`src/common/bps_pkg.sv`:
```
// Package for the board power state sequencer
`default_nettype none
package bps_pkg;
    localparam int unsigned BPS_CLK_HZ = 40000000;
    localparam int unsigned BPS_LONG_PRESS_MS = 2000;
    localparam int unsigned BPS_LONG_PRESS_CYC = BPS_CLK_HZ / 1000 * BPS_LONG_PRESS_MS;
    localparam int unsigned BPS_DEBOUNCE_US = 10000;
    localparam int unsigned BPS_DEBOUNCE_CYC = BPS_CLK_HZ / 1000000 * BPS_DEBOUNCE_US;
    localparam int unsigned BPS_CNT_W = 32;

    typedef enum logic [4:0] {
        BPS_ST_RESET = 5'h00,
        BPS_ST_READ_ID = 5'h01,
        BPS_ST_STANDBY = 5'h02,
        BPS_ST_READ_CFG = 5'h03,
        BPS_ST_FIND_DIR = 5'h04,
        BPS_ST_LOG_FAIL = 5'h05,
        BPS_ST_POWER_ON = 5'h06,
        BPS_ST_CLOCKS_ON = 5'h07,
        BPS_ST_PROC_BOOT = 5'h08,
        BPS_ST_MEASURE = 5'h09,
        BPS_ST_LOAD_FPGA = 5'h0A,
        BPS_ST_SET_OSC = 5'h0B,
        BPS_ST_FLASH = 5'h0C,
        BPS_ST_CFG_RST = 5'h0D,
        BPS_ST_CFG_PROG = 5'h0E,
        BPS_ST_OPERATING = 5'h0F,
        BPS_ST_PD_CLUSTER = 5'h10,
        BPS_ST_PD_DOMAINS = 5'h11,
        BPS_ST_PD_WAIT_RDY = 5'h12,
        BPS_ST_SL_CLUSTER = 5'h13,
        BPS_ST_SL_DOMAINS = 5'h14,
        BPS_ST_SLEEP = 5'h15,
        BPS_ST_WK_DOMAINS = 5'h16,
        BPS_ST_WK_SETUP = 5'h17,
        BPS_ST_WK_RESUME = 5'h18
    } bps_state_t;

    // Requests to outside agents; each one completes on the shared i_task_done input
    typedef struct packed {
        logic id_read;
        logic cfg_read;
        logic dir_find;
        logic log_write;
        logic supply_measure;
        logic fpga_load;
        logic osc_program;
        logic flash_write;
        logic cfg_program;
        logic resume_store;
    } bps_task_t;

    typedef struct packed {
        logic shutdown_req;
        logic sleep_req;
        logic clusters_on;
        logic ram_retain;
        logic ppu_release;
        logic setup_req;
    } bps_soc_ctl_t;
endpackage
`default_nettype wire

```
`src/design/bps_sequencer.sv`:
```
// Board power state sequencer top module
`default_nettype none
module bps_sequencer
    import bps_pkg::*;
#(
    parameter int unsigned LONG_PRESS_CYC = BPS_LONG_PRESS_CYC,
    parameter int unsigned DEBOUNCE_CYC = BPS_DEBOUNCE_CYC
) (
    input wire logic i_clk,
    input wire logic i_rst,
    input wire logic i_ce,
    input wire logic i_power_button,
    input wire logic i_hw_reset_button,
    input wire logic i_restart_command,
    input wire logic i_os_powerdown_req,
    input wire logic i_db_fitted,
    input wire logic i_task_done,
    input wire logic i_dir_found,
    input wire logic i_proc_booted,
    input wire logic i_cluster_wfi_down,
    input wire logic i_domains_done,
    input wire logic i_ready_for_shutdown,
    output var bps_task_t o_task,
    output var bps_soc_ctl_t o_soc,
    output logic o_id_mem_power,
    output logic o_console_en,
    output logic o_card_access_en,
    output logic o_main_supply_en,
    output logic o_power_mgmt_en,
    output logic o_clocks_en,
    output logic o_config_block_reset_n,
    output logic o_board_poweron_reset_n,
    output logic o_board_system_reset_n,
    output var bps_state_t o_state
);
    bps_state_t state_reg, state_next;
    bps_task_t task_next;
    bps_soc_ctl_t soc_next;
    logic btn_sync_reg, btn_stable_reg, btn_prev_reg;
    logic [BPS_CNT_W-1:0] deb_cnt_reg, press_cnt_reg;
    logic long_fired_reg, long_press_reg, short_press_reg;
    logic press_go;

    // Debounce; a held button needs a steady level for DEBOUNCE_CYC
    always_ff @(posedge i_clk or posedge i_rst) begin
        if (i_rst) begin
            btn_sync_reg <= 1'b0;
            btn_stable_reg <= 1'b0;
            deb_cnt_reg <= '0;
        end else if (i_ce) begin
            btn_sync_reg <= i_power_button;
            if (btn_sync_reg == btn_stable_reg) begin
                deb_cnt_reg <= '0;
            end else if (deb_cnt_reg >= DEBOUNCE_CYC - 1) begin
                btn_stable_reg <= btn_sync_reg;
                deb_cnt_reg <= '0;
            end else begin
                deb_cnt_reg <= deb_cnt_reg + 1'b1;
            end
        end
    end

    // Long press fires at the threshold, so the holder need not release first
    always_ff @(posedge i_clk or posedge i_rst) begin
        if (i_rst) begin
            btn_prev_reg <= 1'b0;
            press_cnt_reg <= '0;
            long_fired_reg <= 1'b0;
            long_press_reg <= 1'b0;
            short_press_reg <= 1'b0;
        end else if (i_ce) begin
            btn_prev_reg <= btn_stable_reg;
            long_press_reg <= 1'b0;
            short_press_reg <= 1'b0;
            if (btn_stable_reg) begin
                if (!btn_prev_reg) begin
                    press_cnt_reg <= '0;
                    long_fired_reg <= 1'b0;
                end else if (!long_fired_reg) begin
                    if (press_cnt_reg >= LONG_PRESS_CYC - 1) begin
                        long_fired_reg <= 1'b1;
                        long_press_reg <= 1'b1;
                    end else begin
                        press_cnt_reg <= press_cnt_reg + 1'b1;
                    end
                end
            end else if (btn_prev_reg && !long_fired_reg) begin
                short_press_reg <= 1'b1;
            end
        end
    end

    // Only the press edge of a button press counts to leave standby
    assign press_go = btn_stable_reg && !btn_prev_reg;

    // No timeout on any handshake; a far side that never answers stalls the sequence
    always_comb begin
        state_next = state_reg;
        case (state_reg)
            BPS_ST_RESET: state_next = BPS_ST_READ_ID;
            BPS_ST_READ_ID: begin
                if (i_task_done) begin
                    state_next = BPS_ST_STANDBY;
                end
            end
            BPS_ST_STANDBY: begin
                if (press_go || i_restart_command) begin
                    state_next = BPS_ST_READ_CFG;
                end
            end
            BPS_ST_READ_CFG: begin
                if (i_task_done) begin
                    state_next = BPS_ST_FIND_DIR;
                end
            end
            BPS_ST_FIND_DIR: begin
                if (i_task_done && i_dir_found) begin
                    state_next = BPS_ST_POWER_ON;
                end else if (i_task_done) begin
                    state_next = BPS_ST_LOG_FAIL;
                end
            end
            BPS_ST_LOG_FAIL: begin
                if (i_task_done) begin
                    state_next = BPS_ST_STANDBY;
                end
            end

            // Power-up chain
            BPS_ST_POWER_ON: begin
                if (i_task_done) begin
                    state_next = BPS_ST_CLOCKS_ON;
                end
            end
            BPS_ST_CLOCKS_ON: state_next = BPS_ST_PROC_BOOT;
            BPS_ST_PROC_BOOT: begin
                if (i_proc_booted) begin
                    state_next = BPS_ST_MEASURE;
                end
            end
            BPS_ST_MEASURE: begin
                if (i_task_done) begin
                    state_next = BPS_ST_LOAD_FPGA;
                end
            end
            BPS_ST_LOAD_FPGA: begin
                if (i_task_done) begin
                    state_next = BPS_ST_SET_OSC;
                end
            end
            BPS_ST_SET_OSC: begin
                if (i_task_done) begin
                    state_next = BPS_ST_FLASH;
                end
            end
            BPS_ST_FLASH: begin
                if (i_task_done) begin
                    state_next = BPS_ST_CFG_RST;
                end
            end
            BPS_ST_CFG_RST: state_next = BPS_ST_CFG_PROG;
            BPS_ST_CFG_PROG: begin
                if (i_task_done) begin
                    state_next = BPS_ST_OPERATING;
                end
            end
            BPS_ST_OPERATING: begin
                if (long_press_reg || i_hw_reset_button || i_os_powerdown_req) begin
                    state_next = BPS_ST_PD_CLUSTER;
                end else if (short_press_reg) begin
                    state_next = BPS_ST_SL_CLUSTER;
                end
            end

            // Powerdown
            BPS_ST_PD_CLUSTER: begin
                if (i_cluster_wfi_down) begin
                    state_next = BPS_ST_PD_DOMAINS;
                end
            end
            BPS_ST_PD_DOMAINS: begin
                if (i_domains_done) begin
                    state_next = BPS_ST_PD_WAIT_RDY;
                end
            end
            BPS_ST_PD_WAIT_RDY: begin
                if (i_ready_for_shutdown) begin
                    state_next = BPS_ST_STANDBY;
                end
            end

            // Sleep and wake-up
            BPS_ST_SL_CLUSTER: begin
                if (i_cluster_wfi_down) begin
                    state_next = BPS_ST_SL_DOMAINS;
                end
            end
            BPS_ST_SL_DOMAINS: begin
                if (i_domains_done) begin
                    state_next = BPS_ST_SLEEP;
                end
            end
            BPS_ST_SLEEP: begin
                // Long press and reset button are ignored here; no path to standby
                if (short_press_reg) begin
                    state_next = BPS_ST_WK_DOMAINS;
                end
            end
            BPS_ST_WK_DOMAINS: begin
                if (i_domains_done) begin
                    state_next = BPS_ST_WK_SETUP;
                end
            end
            BPS_ST_WK_SETUP: begin
                if (i_proc_booted) begin
                    state_next = BPS_ST_WK_RESUME;
                end
            end
            BPS_ST_WK_RESUME: begin
                if (i_task_done) begin
                    state_next = BPS_ST_OPERATING;
                end
            end
            default: state_next = BPS_ST_RESET;
        endcase
    end

    always_ff @(posedge i_clk or posedge i_rst) begin
        if (i_rst) begin
            state_reg <= BPS_ST_RESET;
        end else if (i_ce) begin
            state_reg <= state_next;
        end
    end

    // Requests are levels held until the state advances
    always_comb begin
        task_next = '0;
        soc_next = '0;
        case (state_next)
            BPS_ST_READ_ID: task_next.id_read = 1'b1;
            BPS_ST_READ_CFG: task_next.cfg_read = 1'b1;
            BPS_ST_FIND_DIR: task_next.dir_find = 1'b1;
            BPS_ST_LOG_FAIL: task_next.log_write = 1'b1;
            BPS_ST_MEASURE: task_next.supply_measure = 1'b1;
            BPS_ST_LOAD_FPGA: task_next.fpga_load = 1'b1;
            BPS_ST_SET_OSC: task_next.osc_program = 1'b1;
            BPS_ST_FLASH: task_next.flash_write = 1'b1;
            BPS_ST_CFG_PROG: task_next.cfg_program = 1'b1;
            BPS_ST_PD_CLUSTER: soc_next.shutdown_req = 1'b1;
            BPS_ST_SL_CLUSTER: soc_next.sleep_req = 1'b1;
            // Retention is asked for as soon as the domains start to go down
            BPS_ST_SL_DOMAINS, BPS_ST_SLEEP: soc_next.ram_retain = 1'b1;
            BPS_ST_WK_DOMAINS: begin
                soc_next.ram_retain = 1'b1;
                soc_next.clusters_on = 1'b1;
            end
            BPS_ST_WK_SETUP: begin
                soc_next.clusters_on = 1'b1;
                soc_next.setup_req = 1'b1;
            end
            BPS_ST_WK_RESUME: begin
                soc_next.clusters_on = 1'b1;
                task_next.resume_store = 1'b1;
            end
            BPS_ST_PROC_BOOT: soc_next.setup_req = 1'b1;
            default: ;
        endcase
        // Policy unit release only once boot or resume store is complete
        if (state_next inside {BPS_ST_MEASURE, BPS_ST_LOAD_FPGA, BPS_ST_SET_OSC, BPS_ST_FLASH,
                BPS_ST_CFG_RST, BPS_ST_CFG_PROG, BPS_ST_OPERATING}
                || (state_next == BPS_ST_OPERATING)) begin
            soc_next.ppu_release = 1'b1;
            soc_next.clusters_on = 1'b1;
        end
    end

    function automatic logic bps_powered(input bps_state_t s);
        bps_powered = !(s inside {BPS_ST_RESET, BPS_ST_READ_ID, BPS_ST_STANDBY, BPS_ST_READ_CFG,
            BPS_ST_FIND_DIR, BPS_ST_LOG_FAIL});
    endfunction

    function automatic logic bps_clocked(input bps_state_t s);
        bps_clocked = bps_powered(s) && (s != BPS_ST_POWER_ON);
    endfunction

    always_ff @(posedge i_clk or posedge i_rst) begin
        if (i_rst) begin
            o_task <= '0;
            o_soc <= '0;
            o_state <= BPS_ST_RESET;
        end else if (i_ce) begin
            o_task <= task_next;
            o_soc <= soc_next;
            o_state <= state_next;
        end
    end

    always_ff @(posedge i_clk or posedge i_rst) begin
        if (i_rst) begin
            o_id_mem_power <= 1'b0;
            o_console_en <= 1'b0;
            o_card_access_en <= 1'b0;
        end else if (i_ce) begin
            o_id_mem_power <= (state_next == BPS_ST_READ_ID);
            o_console_en <= (state_next == BPS_ST_STANDBY);
            o_card_access_en <= (state_next == BPS_ST_STANDBY);
        end
    end

    // Supply leads clocks by one state so rails settle before clocking
    always_ff @(posedge i_clk or posedge i_rst) begin
        if (i_rst) begin
            o_main_supply_en <= 1'b0;
            o_power_mgmt_en <= 1'b0;
            o_clocks_en <= 1'b0;
        end else if (i_ce) begin
            o_main_supply_en <= bps_powered(state_next);
            o_power_mgmt_en <= bps_powered(state_next);
            o_clocks_en <= bps_clocked(state_next);
        end
    end

    // Config reset released first, then power-on and system resets together; powerdown drops them together
    // Config reset stays released through sleep so its settings survive wake-up
    always_ff @(posedge i_clk or posedge i_rst) begin
        if (i_rst) begin
            o_config_block_reset_n <= 1'b0;
            o_board_poweron_reset_n <= 1'b0;
            o_board_system_reset_n <= 1'b0;
        end else if (i_ce) begin
            o_config_block_reset_n <= state_next inside {BPS_ST_CFG_RST, BPS_ST_CFG_PROG,
                BPS_ST_OPERATING} || (bps_clocked(state_next)
                && o_board_poweron_reset_n);
            o_board_poweron_reset_n <= (state_next == BPS_ST_OPERATING)
                || (bps_powered(state_next) && o_board_poweron_reset_n);
            o_board_system_reset_n <= (state_next == BPS_ST_OPERATING)
                || (bps_powered(state_next) && o_board_system_reset_n);
        end
    end
endmodule
`default_nettype wire

```
`config.mk`:
```
export PLATFORM = sky130hd
export DESIGN_NAME = bps_sequencer
export DESIGN_NICKNAME = d
export VERILOG_FILES = /design/src/common/bps_pkg.sv /design/src/design/bps_sequencer.sv
export SDC_FILE = /design/constraint.sdc
export NUM_CORES = 1
export LEC_CHECK = 0
export ABC_AREA = 1
export ABC_CLOCK_PERIOD_IN_PS = 3600
export BUFFER_PORTS_ARGS = -buffer_cell sky130_fd_sc_hd__buf_2
export CAP_MARGIN = 10
export CELL_PAD_IN_SITES_DETAIL_PLACEMENT = 1
export CELL_PAD_IN_SITES_GLOBAL_PLACEMENT = 1
export CORE_UTILIZATION = 44
export DETAILED_ROUTE_END_ITERATION = 6
export GPL_TIMING_DRIVEN = 0
export PLACE_DENSITY = 0.9
export SLEW_MARGIN = 5
export SYNTH_ARGS = -nofsm -noshare
export SYNTH_HDL_FRONTEND = slang
export SYNTH_SLANG_ARGS = --single-unit
```
`constraint.sdc`:
```
create_clock -name i_clk -period 3.6 [get_ports i_clk]
set_input_delay 0.36 -clock i_clk [delete_from_list [all_inputs] [get_ports i_clk]]
set_output_delay 0.36 -clock i_clk [all_outputs]
set_load 0.01 [all_outputs]
```
==> flow_metrics.tcl, run 1 <==
set metrics [dict create \
    status "finished clean" \
    grt_util_all_layers 0.278 \
    yosysWarnings 0 \
    cp.depth 11 \
    cts_max_level 3 \
    combPwrFrac 0.413 \
    yosysMostFrequentCell "nand2_1" \
    tns_ns 0 \
    synthTopCellsByCount "nand2_1 (217), nor2_1 (117), dfrtp_1 (97)" \
    post-route-util 0.514 \
    setup_viol 0 \
    cp.required_ns 3.87 \
    drive_above_1_share 0.114 \
    dr.pass1.iters 5 \
    hold_violations 0 \
    nNetsFinal 897 \
    final-seq-area_mm2 0.00243 \
    ios 44 \
    tightest_slew_ns 0.710 \
    grt-ovfl-total 0 \
    n_antenna_cell 0 \
    maxSlewViolCount 0 \
    sw_frac_of_total 0.443 \
    cp.arrival_ns 2.84 \
    antenna_found_initial 0 \
    internal-power_w 0.00214 \
    ir_drop_v 0.000534 \
    synth_edf_count 0 \
    hp-class "input port to async pin" \
    fin_crit_sh 0.714 \
    die_y_um 117 \
    postCtsHoldBufs 0 \
    endpoint_kind "flip-flop" \
    reg2reg_from "deb_cnt_reg[0]" \
    drt_iter0_drc 263 \
    place_congestion 0.906 \
    cpMaxStageDelayCell "dfrtp_1" \
    initial_core_util 0.457 \
    tritoncts "yes" \
    synth.largest_area_cell "dfrtp_1" \
    multiInputGateArea_mm2 0.00290 \
    cts_resized 0 \
    post-route-min-period_ns 2.57 \
    maxCapViolCount 0 \
    start_kind "flip-flop" \
    core.rowCount 41 \
    cts_root_buffer "clkbuf_16" \
    synth_ff_type "dfrtp_1" \
    via_per_inst 5.47 \
    syn_nets 844 \
    cp_num_buf_inv 1 \
    path_cells "ha_1, nand3_1, nor2_1, nand2_1, nand3_1, a31oi_1, o21ai_0, a21oi_1, nand2_1, clkbuf_1, o22ai_1" \
    ys_seq_elements 97 \
    fin_skew_ns 0.00602 \
    crit_end "deb_cnt_reg[6]" \
    grt_pass1_wl_um 29300 \
    synth.avg_cell_area_um2 7.05 \
    cts.sinks 97 \
    ant_nets 0 \
    clock_path_buffers 2 \
    r2r-end "deb_cnt_reg[6]" \
    cp_max_fo 10 \
    die_w_um 117 \
    synth_area_mm2 0.00584 \
    relSlewSlack 0.523 \
    seqPwrFrac 0.341 \
    first_global_vias 5845 \
    rsz0062_at_grt "false" \
    p_per_area_mw_per_mm2 584 \
    synthTopCellsByArea "dfrtp_1 (42%), nand2_1 (14%), nor2_1 (7.5%), nand3_1 (7.2%), inv_1 (5.8%)" \
    p_switching_w 0.00170 \
    syn_inst 828 \
    dpl.hpwl_um 13100 \
    die-area_mm2 0.0137 \
    path_delay_family "compound AO/OA/AOI/OAI gates" \
    critical_path.max_stage_delay_ns 0.42 \
    clkTransAtPathRegs_ns 0.07 \
    clk_latency_ns 0.36 \
    crit_start "deb_cnt_reg[0]" \
    vias 5789 \
    drt_wl_total_um 17600 \
    area_growth_pct 12.6 \
    synth_seq_area_share 0.416 \
    r2r_cells 11 \
    crit_type "flip-flop to flip-flop" \
    portBuffers 41 \
    synth_cell_type_count 39 \
    grt_max_degree 56 \
    clock.fmax_mhz 389 \
    cts_buffers 9 \
    avgRoutedWirePerCell_um 16.6 \
    async_reset_ff_frac 1.00 \
    clock_power_share 0.246 \
    fillers 1668 \
    synth_top_area_share 0.416 \
    reg2reg_slack_ns 1.03 \
    cts_setup_buffers 0 \
    core_mm2 0.0128 \
    cellLeakagePower_nw 3.22 \
    drcViolationCount 0 \
]
-- cell usage in the layout, fill, tap and decap left out, types with 3 or more instances in the layout --
cell type and instances:
xnor2_1 6, o22ai_1 14, nand2_1 217, o211ai_1 3, buf_2 49, o21ai_1 7, nand4_1 17, inv_2 11
inv_1 89, clkbuf_16 9, clkbuf_1 14, nor4_1 6, a21oi_1 9, o31ai_1 4, nor2_4 3, buf_4 4
nor3_1 31, nor2_1 117, dfrtp_1 97, nor2_2 4, o21ai_0 32, nand3_1 84, a31oi_1 4, xor2_1 24
nand3_2 4
-- layout make-up --
class | instances | area share
inverters | 101 | 0.0581
plain buffers | 27 | 0.0192
multi-input cells | 603 | 0.442
clock inverters | 7 | 0.00914
flip-flops and latches | 97 | 0.369
clock buffers | 9 | 0.0343
repair buffers | 42 | 0.0354
well taps | 172 | 0.0327
-- per-layer routing --
metal	GRT usage	wire length (um)
met3	0.0582	766
met5	0	0
met1	0.345	7670
met4	0.0844	367
met2	0.485	8810
-- stage by stage --
step                      cells  instance area (um^2)  hold slack, ns  setup slack [ns]  total power [W]
after global placement     1041                  6260           0.455            -0.512          0.00282
after detailed placement   1042                  6290           0.461              1.06          0.00288
after CTS                  1058                  6570          0.0869             0.986          0.00385
final                      1058                  6570          0.0734              1.03          0.00384
after global routing       1058                  6570           0.125             0.778          0.00406
after floorplan             828                  5840           0.442             0.706          0.00239
-- worst min-delay path by stage --
stage,slack (ns),endpoint
finish,0.07,deb_cnt_reg[21]
global route,0.12,deb_cnt_reg[13]
CTS,0.09,deb_cnt_reg[21]
detailed placement,0.46,o_board_system_reset_n
global placement,0.45,deb_cnt_reg[30]
floorplan,0.44,deb_cnt_reg[19]
-- power by group through the flow --
stage | Combinational, W | Clock (W) | Sequential [W]
final | 0.00159 | 0.000944 | 0.00131
after global routing | 0.00175 | 0.000995 | 0.00132
after CTS | 0.00157 | 0.000967 | 0.00131
after detailed placement | 0.00155 | 0 | 0.00133
after global placement | 0.00150 | 0 | 0.00132
after floorplan | 0.00105 | 0 | 0.00134
-- cell families (layout without fill, tap and decap cells) --
kind of cell / after synthesis / count (layout) / share of synthesized area
compound gates: 80 / 80 / 0.0791
xor+xnor: 30 / 30 / 0.0450
fa+ha+maj: 2 / 2 / 0.00429
buf+inv: 128 / 186 / 0.0866
flops: 97 / 97 / 0.416
simple gates: 491 / 491 / 0.369
(Power assumes the default switching activity.)
==> run 2: changes to the inputs <==
Settings changed: ABC_AREA 1 to 0, ABC_CLOCK_PERIOD_IN_PS 3600 to 2200, CORE_UTILIZATION 44 to 42, PLACE_DENSITY 0.9 to 0.86.
Clock period 3.6 ns to 2.2 ns, I/O delays scaled along.
==> flow_metrics.tcl, run 2 <==
set metrics [dict create \
    clkTransAtPathRegs_ns 0.07 \
    grt_util_all_layers 0.286 \
    ir_drop_v 0.00121 \
    cp_max_fo 5 \
    place_congestion 0.869 \
    async_reset_ff_frac 1.00 \
    die_w_um 113 \
    yosysMostFrequentCell "dfrtp_1" \
    critical_path.max_stage_delay_ns 0.52 \
    start_kind "flip-flop" \
    drt_wl_total_um 21000 \
    vias 5339 \
    final_cell_mix "dfrtp_1 (90), buf_4 (52), nand2_1 (42)" \
    endpoint_kind "flip-flop" \
    cp_num_buf_inv 2 \
    p_per_area_mw_per_mm2 1100 \
    final_common_cell "dfrtp_1" \
    yosysWarnings 0 \
    synth_cell_type_count 69 \
    clk_latency_ns 0.35 \
    cellLeakagePower_nw 3.10 \
    synthTopCellsByArea "dfrtp_1 (47%), nand2_1 (3.6%), o21ai_0 (3.4%), nor2_1 (3.3%), nand3_1 (2.8%)" \
    finalNonFillerCells 830 \
    maxCapViolCount 0 \
    hold_violations 0 \
    portBuffers 41 \
    initial_core_util 0.433 \
    clock_path_buffers 2 \
    synth.largest_area_cell "dfrtp_1" \
    synth_seq_area_share 0.467 \
    syn_inst 559 \
    synthTopCellsByCount "dfrtp_1 (97), nand2_1 (50), nor2_1 (45)" \
    ant_nets 0 \
    cp.required_ns 2.42 \
    post-route-min-period_ns 2.46 \
    worst_slack_ns -0.256 \
    tritoncts "yes" \
    cpMaxStageDelayCell "nor4b_2" \
    rsz0062_at_grt "true" \
    dr.pass1.iters 5 \
    area_growth_pct 37.2 \
    postLayoutCellArea_mm2 0.00713 \
    synth.avg_cell_area_um2 9.30 \
    cp.arrival_ns 2.68 \
    drcViolationCount 0 \
    cts_root_buffer "clkbuf_16" \
    core_mm2 0.0120 \
    fin_skew_ns 0.0102 \
    cts_buffers 9 \
    syn_nets 575 \
    setup_viol 55 \
    hp-class "input port to flip-flop" \
    antenna_found_initial 0 \
    cts.sinks 97 \
    relSlewSlack 0.516 \
    ys_seq_elements 97 \
    die-area_mm2 0.0128 \
    drive_above_1_share 0.362 \
    die_y_um 113 \
    dp_cells 749 \
    dpl.hpwl_um 10800 \
    violations "negative setup slack" \
    synth_area_mm2 0.00520 \
    path_delay_family "simple AND/OR/NAND/NOR gates" \
    synth_ff_type "dfrtp_1" \
    grt-ovfl-total 0 \
    status "complete, but fails checks" \
    postPlaceCellArea_mm2 0.00564 \
    fin_crit_sh 1.12 \
    drt_iter0_drc 353 \
    ios 44 \
    crit_type "flip-flop to flip-flop" \
    path_cells "buf_4, nor2b_1, and4_1, nor2_1, nor4b_2, nor2_2, buf_4, o31ai_1, nand2_2" \
    cts_max_level 3 \
    core.rowCount 40 \
    first_global_vias 5349 \
    clock.fmax_mhz 407 \
    grt_pass1_wl_um 28200 \
    grt_max_degree 41 \
    synth_edf_count 0 \
    tightest_slew_ns 0.726 \
    synth_top_area_share 0.467 \
    maxSlewViolCount 0 \
    crit_path_frequent_cell "buf_4" \
    via_per_inst 6.43 \
    nNetsFinal 695 \
    n_antenna_cell 0 \
    avgRoutedWirePerCell_um 25.3 \
]
==> run 2: cell types whose count changed after synthesis, sizes merged, moves of 13 or more <==
cell,delta
nand2,-169
inv,-82
nor2,-78
nand3,-60
nor2b,+21
nor3,-20
a21oi,+17
o22ai,-14
xor2,-14
o211ai,+13
o2bb2ai,+13
==> run 2: cell families (layout without fill, tap and decap cells) <==
kind of cell | Yosys count | after routing | share of synthesized area
mux | 5 | 5 | 0.0101
fa+ha+maj | 2 | 2 | 0.00482
buf+inv | 52 | 176 | 0.0443
simple gates | 241 | 241 | 0.250
xor+xnor | 12 | 12 | 0.0202
flops | 97 | 97 | 0.467
compound gates | 150 | 150 | 0.203
==> run 2: layout make-up <==
| type | instances | area (um^2) |
|---|---|---|
| Fill cell | 1326 | 4880 |
| Multi-Input combinational cell | 410 | 3020 |
| Sequential cell | 97 | 2440 |
| Timing Repair Buffer | 109 | 856 |
| Clock buffer | 12 | 246 |
| Buffer | 33 | 244 |
| Tap cell | 147 | 184 |
| Inverter | 19 | 78.8 |
| Clock inverter | 3 | 65.1 |
==> run 2: worst register-to-register path: stages, from the launching register on <==
cell,delay [ns]
dfrtp_2,0.46
buf_4,0.18
nor2b_1,0.16
and4_1,0.25
nor2_1,0.13
nor4b_2,0.52
nor2_2,0.07
buf_4,0.17
o31ai_1,0.32
nand2_2,0.09
==> run 2: final timing paths <==
path                                start  depth (start not counted)  slack (ns)                      to
max                            o_state[2]                          9       -0.26  o_board_system_reset_n
min                        i_power_button                          2        0.11            btn_sync_reg
max reg2reg                    o_state[2]                          9       -0.26  o_board_system_reset_n
min reg2reg                      o_soc[1]                          1        0.50                o_soc[1]
max in group asynchronous           i_rst                          5        0.91              o_state[2]
min in group asynchronous           i_rst                          3        0.43       press_cnt_reg[15]
==> run 2: what timing repair did <==
item                                    CTS  global route
pin swaps                                53            43
endpoints found under the setup margin   70            67
hold endpoints to repair                 19             0
buffers inserted                         34            26
hold buffers                              1             0
gates cloned                              2             3
gates resized for setup                  81           101
==> run 2: power breakdown <==
group	total [W]	switching (W)	internal [W]
clock	0.00172	0.000697	0.00102
sequential	0.00225	0.000250	0.00200
combinational	0.00385	0.00220	0.00164
total	0.00782	0.00315	0.00467
==> run 2: per-layer routing <==
metal  global-route usage  wire length, um  part of all wire
met5                    0                0                 0
met1                0.336             8180              0.39
met2                0.514            10800              0.52
met3               0.0450              960             0.046
met4                0.133             1030             0.049
==> run 2: through the flow <==
step / hold slack (ns) / util / total power [W] / setup WS (ns) / setup TNS, ns
after global placement: 0.462 / 0.466 / 0.00436 / -0.628 / -18.10
after detailed placement: 0.264 / 0.469 / 0.00445 / -0.800 / -22.48
final: 0.113 / 0.593 / 0.00782 / -0.256 / -5.74
after global routing: 0.117 / 0.593 / 0.00802 / -0.301 / -10.36
after CTS: 0.118 / 0.544 / 0.00695 / -0.141 / -2.14
after floorplan: 0.372 / - / 0.00370 / 0.00994 / 0
==> run 3: changes to the inputs <==
==> constraint.sdc (replaced) <==
create_clock -name i_clk -period 2.2 [get_ports i_clk]
set_input_delay 0.22 -clock i_clk [delete_from_list [all_inputs] [get_ports i_clk]]
set_output_delay 0.22 -clock i_clk [all_outputs]
set_load 0.005 [all_outputs]
==> flow_metrics.tcl, run 3 (synthesis results as in run 2) <==
set metrics [dict create \
    status "complete, but fails checks" \
    violations "negative setup slack" \
    fillers 1299 \
    crit_type "flip-flop to flip-flop" \
    post-route-util 0.585 \
    drive_above_1_share 0.345 \
    start_kind "flip-flop" \
    post-route-min-period_ns 2.54 \
    cts_max_level 3 \
    final_cell_mix "dfrtp_1 (87), nand2_1 (45), buf_4 (43)" \
    maxCapViolCount 0 \
    crit_path_frequent_cell "buf_4" \
    n_antenna_cell 0 \
    die_w_um 113 \
    drt_iter0_drc 365 \
    wl_met2_um 10000 \
    final_common_cell "dfrtp_1" \
    path_cells "buf_6, buf_4, buf_4, nand2_1, o21ai_1, a221oi_2, o211ai_4, buf_4, nor3_4, a311o_1, o21ai_1" \
    via_per_inst 6.49 \
    drcViolationCount 0 \
    ir_drop_v 0.000886 \
    die-area_mm2 0.0128 \
    maxSlewViolCount 0 \
    setup_viol 43 \
    cp.arrival_ns 2.76 \
    ant_nets 0 \
    antenna_found_initial 2 \
    clkTransAtPathRegs_ns 0.07 \
    routedLengthMet1_um 7650 \
    portBuffers 41 \
    clk_latency_ns 0.36 \
    cts.sinks 97 \
    cellLeakagePower_nw 3.00 \
    die_y_um 113 \
    vias 5261 \
    fin_skew_ns 0.00991 \
    power_w 0.00729 \
    core.rowCount 40 \
    dr.pass1.iters 5 \
    area_growth_pct 35.2 \
    hp-class "input port to flip-flop" \
    core_mm2 0.0120 \
    cp_max_fo 10 \
    grt_util_all_layers 0.283 \
    place_ws_ns -0.678 \
    dpl.hpwl_um 10800 \
    nNetsFinal 675 \
    first_global_vias 5374 \
    endpoint_kind "flip-flop" \
    tns_ns -5.22 \
    hold_violations 0 \
    relSlewSlack 0.540 \
    wl_met3_um 1060 \
    rsz0062_at_grt "true" \
    place_congestion 0.944 \
    worst_slack_ns -0.345 \
    cts_buffers 9 \
    cts_root_buffer "clkbuf_16" \
    cp.required_ns 2.42 \
    initial_core_util 0.433 \
    clock.fmax_mhz 393 \
    grt_max_degree 33 \
    cpMaxStageDelayCell "dfrtp_2" \
    tightest_slew_ns 0.689 \
    p_per_area_mw_per_mm2 1040 \
    clock_path_buffers 2 \
    avgRoutedWirePerCell_um 24.2 \
    ios 44 \
    critical_path.max_stage_delay_ns 0.46 \
    drt_wl_total_um 19600 \
    grt-ovfl-total 0 \
    top_layer "met5" \
    grt_pass1_wl_um 28100 \
    fin_crit_sh 1.16 \
    tritoncts "yes" \
]
[run 3: changes by cell type in the layout (fill, tap and decap cells not counted), moves of 4 or more]
cell and delta:
o2bb2ai_1 +4, buf_4 -9, clkbuf_1 -4, o2bb2ai_2 -4
o21ai_0 +11, buf_6 -10, o21ai_2 -10
[run 3: final timing paths]
| kind | start | end | slack (ns) | depth (start not counted) |
|---|---|---|---|---|
| setup / recovery | o_state[2] | o_soc[3] | -0.34 | 11 |
| hold / removal | i_power_button | btn_sync_reg | 0.13 | 2 |
| setup reg to reg | o_state[2] | o_soc[3] | -0.34 | 11 |
| hold reg to reg | press_cnt_reg[30] | press_cnt_reg[30] | 0.48 | 1 |
| max in group asynchronous | i_rst | o_state[3] | 0.81 | 6 |
| min in group asynchronous | i_rst | press_cnt_reg[14] | 0.44 | 3 |
[run 3: metrics by stage]
step / hold slack [ns] / cell area, um^2 / cells
6_report: 0.129 / 7030 / 811
5_1_grt: 0.127 / 7030 / 811
4_1_cts: 0.134 / 6500 / 797
3_5_place_dp: 0.266 / 5660 / 750
3_3_place_gp: 0.463 / 5600 / 747
2_1_floorplan: 0.372 / 5210 / 559
[run 3: what timing repair did]
item	CTS	global route
resized for setup	69	101
endpoints found under the hold margin	18	0
setup buffers	27	11
hold buffers	1	0
pin swaps	36	55
setup endpoints to repair	71	65
cloned	3	3
[run 3: where the power goes]
group          internal [W]  switching (W)
clock network       0.00103       0.000724
logic               0.00136        0.00195
registers           0.00200       0.000234
[run 3: cell type report]
class                      count  area [um^2]  area share
multi-input combinational    410         3080       0.438
sequential                    97         2440       0.347
timing repair buffer          89          683      0.0972
clock buffer                  10          239      0.0340
buffer                        33          233      0.0331
tap                          147          184      0.0262
clock inverter                 6         91.3      0.0130
inverter                      19         77.6      0.0110
[run 3: metal layers]
layer  track usage  vias up
met1         0.342     2721
met4         0.148        4
met2         0.484      216
li1              -     2236
met3        0.0477       84
met5             0        -
[run 3: critical path, delay by kind of cell (launching register included)]
kind	cells	cell delay, ns
flops	1	0.46
simple gates	2	0.36
compound gates	5	0.95
buf+inv	4	0.65
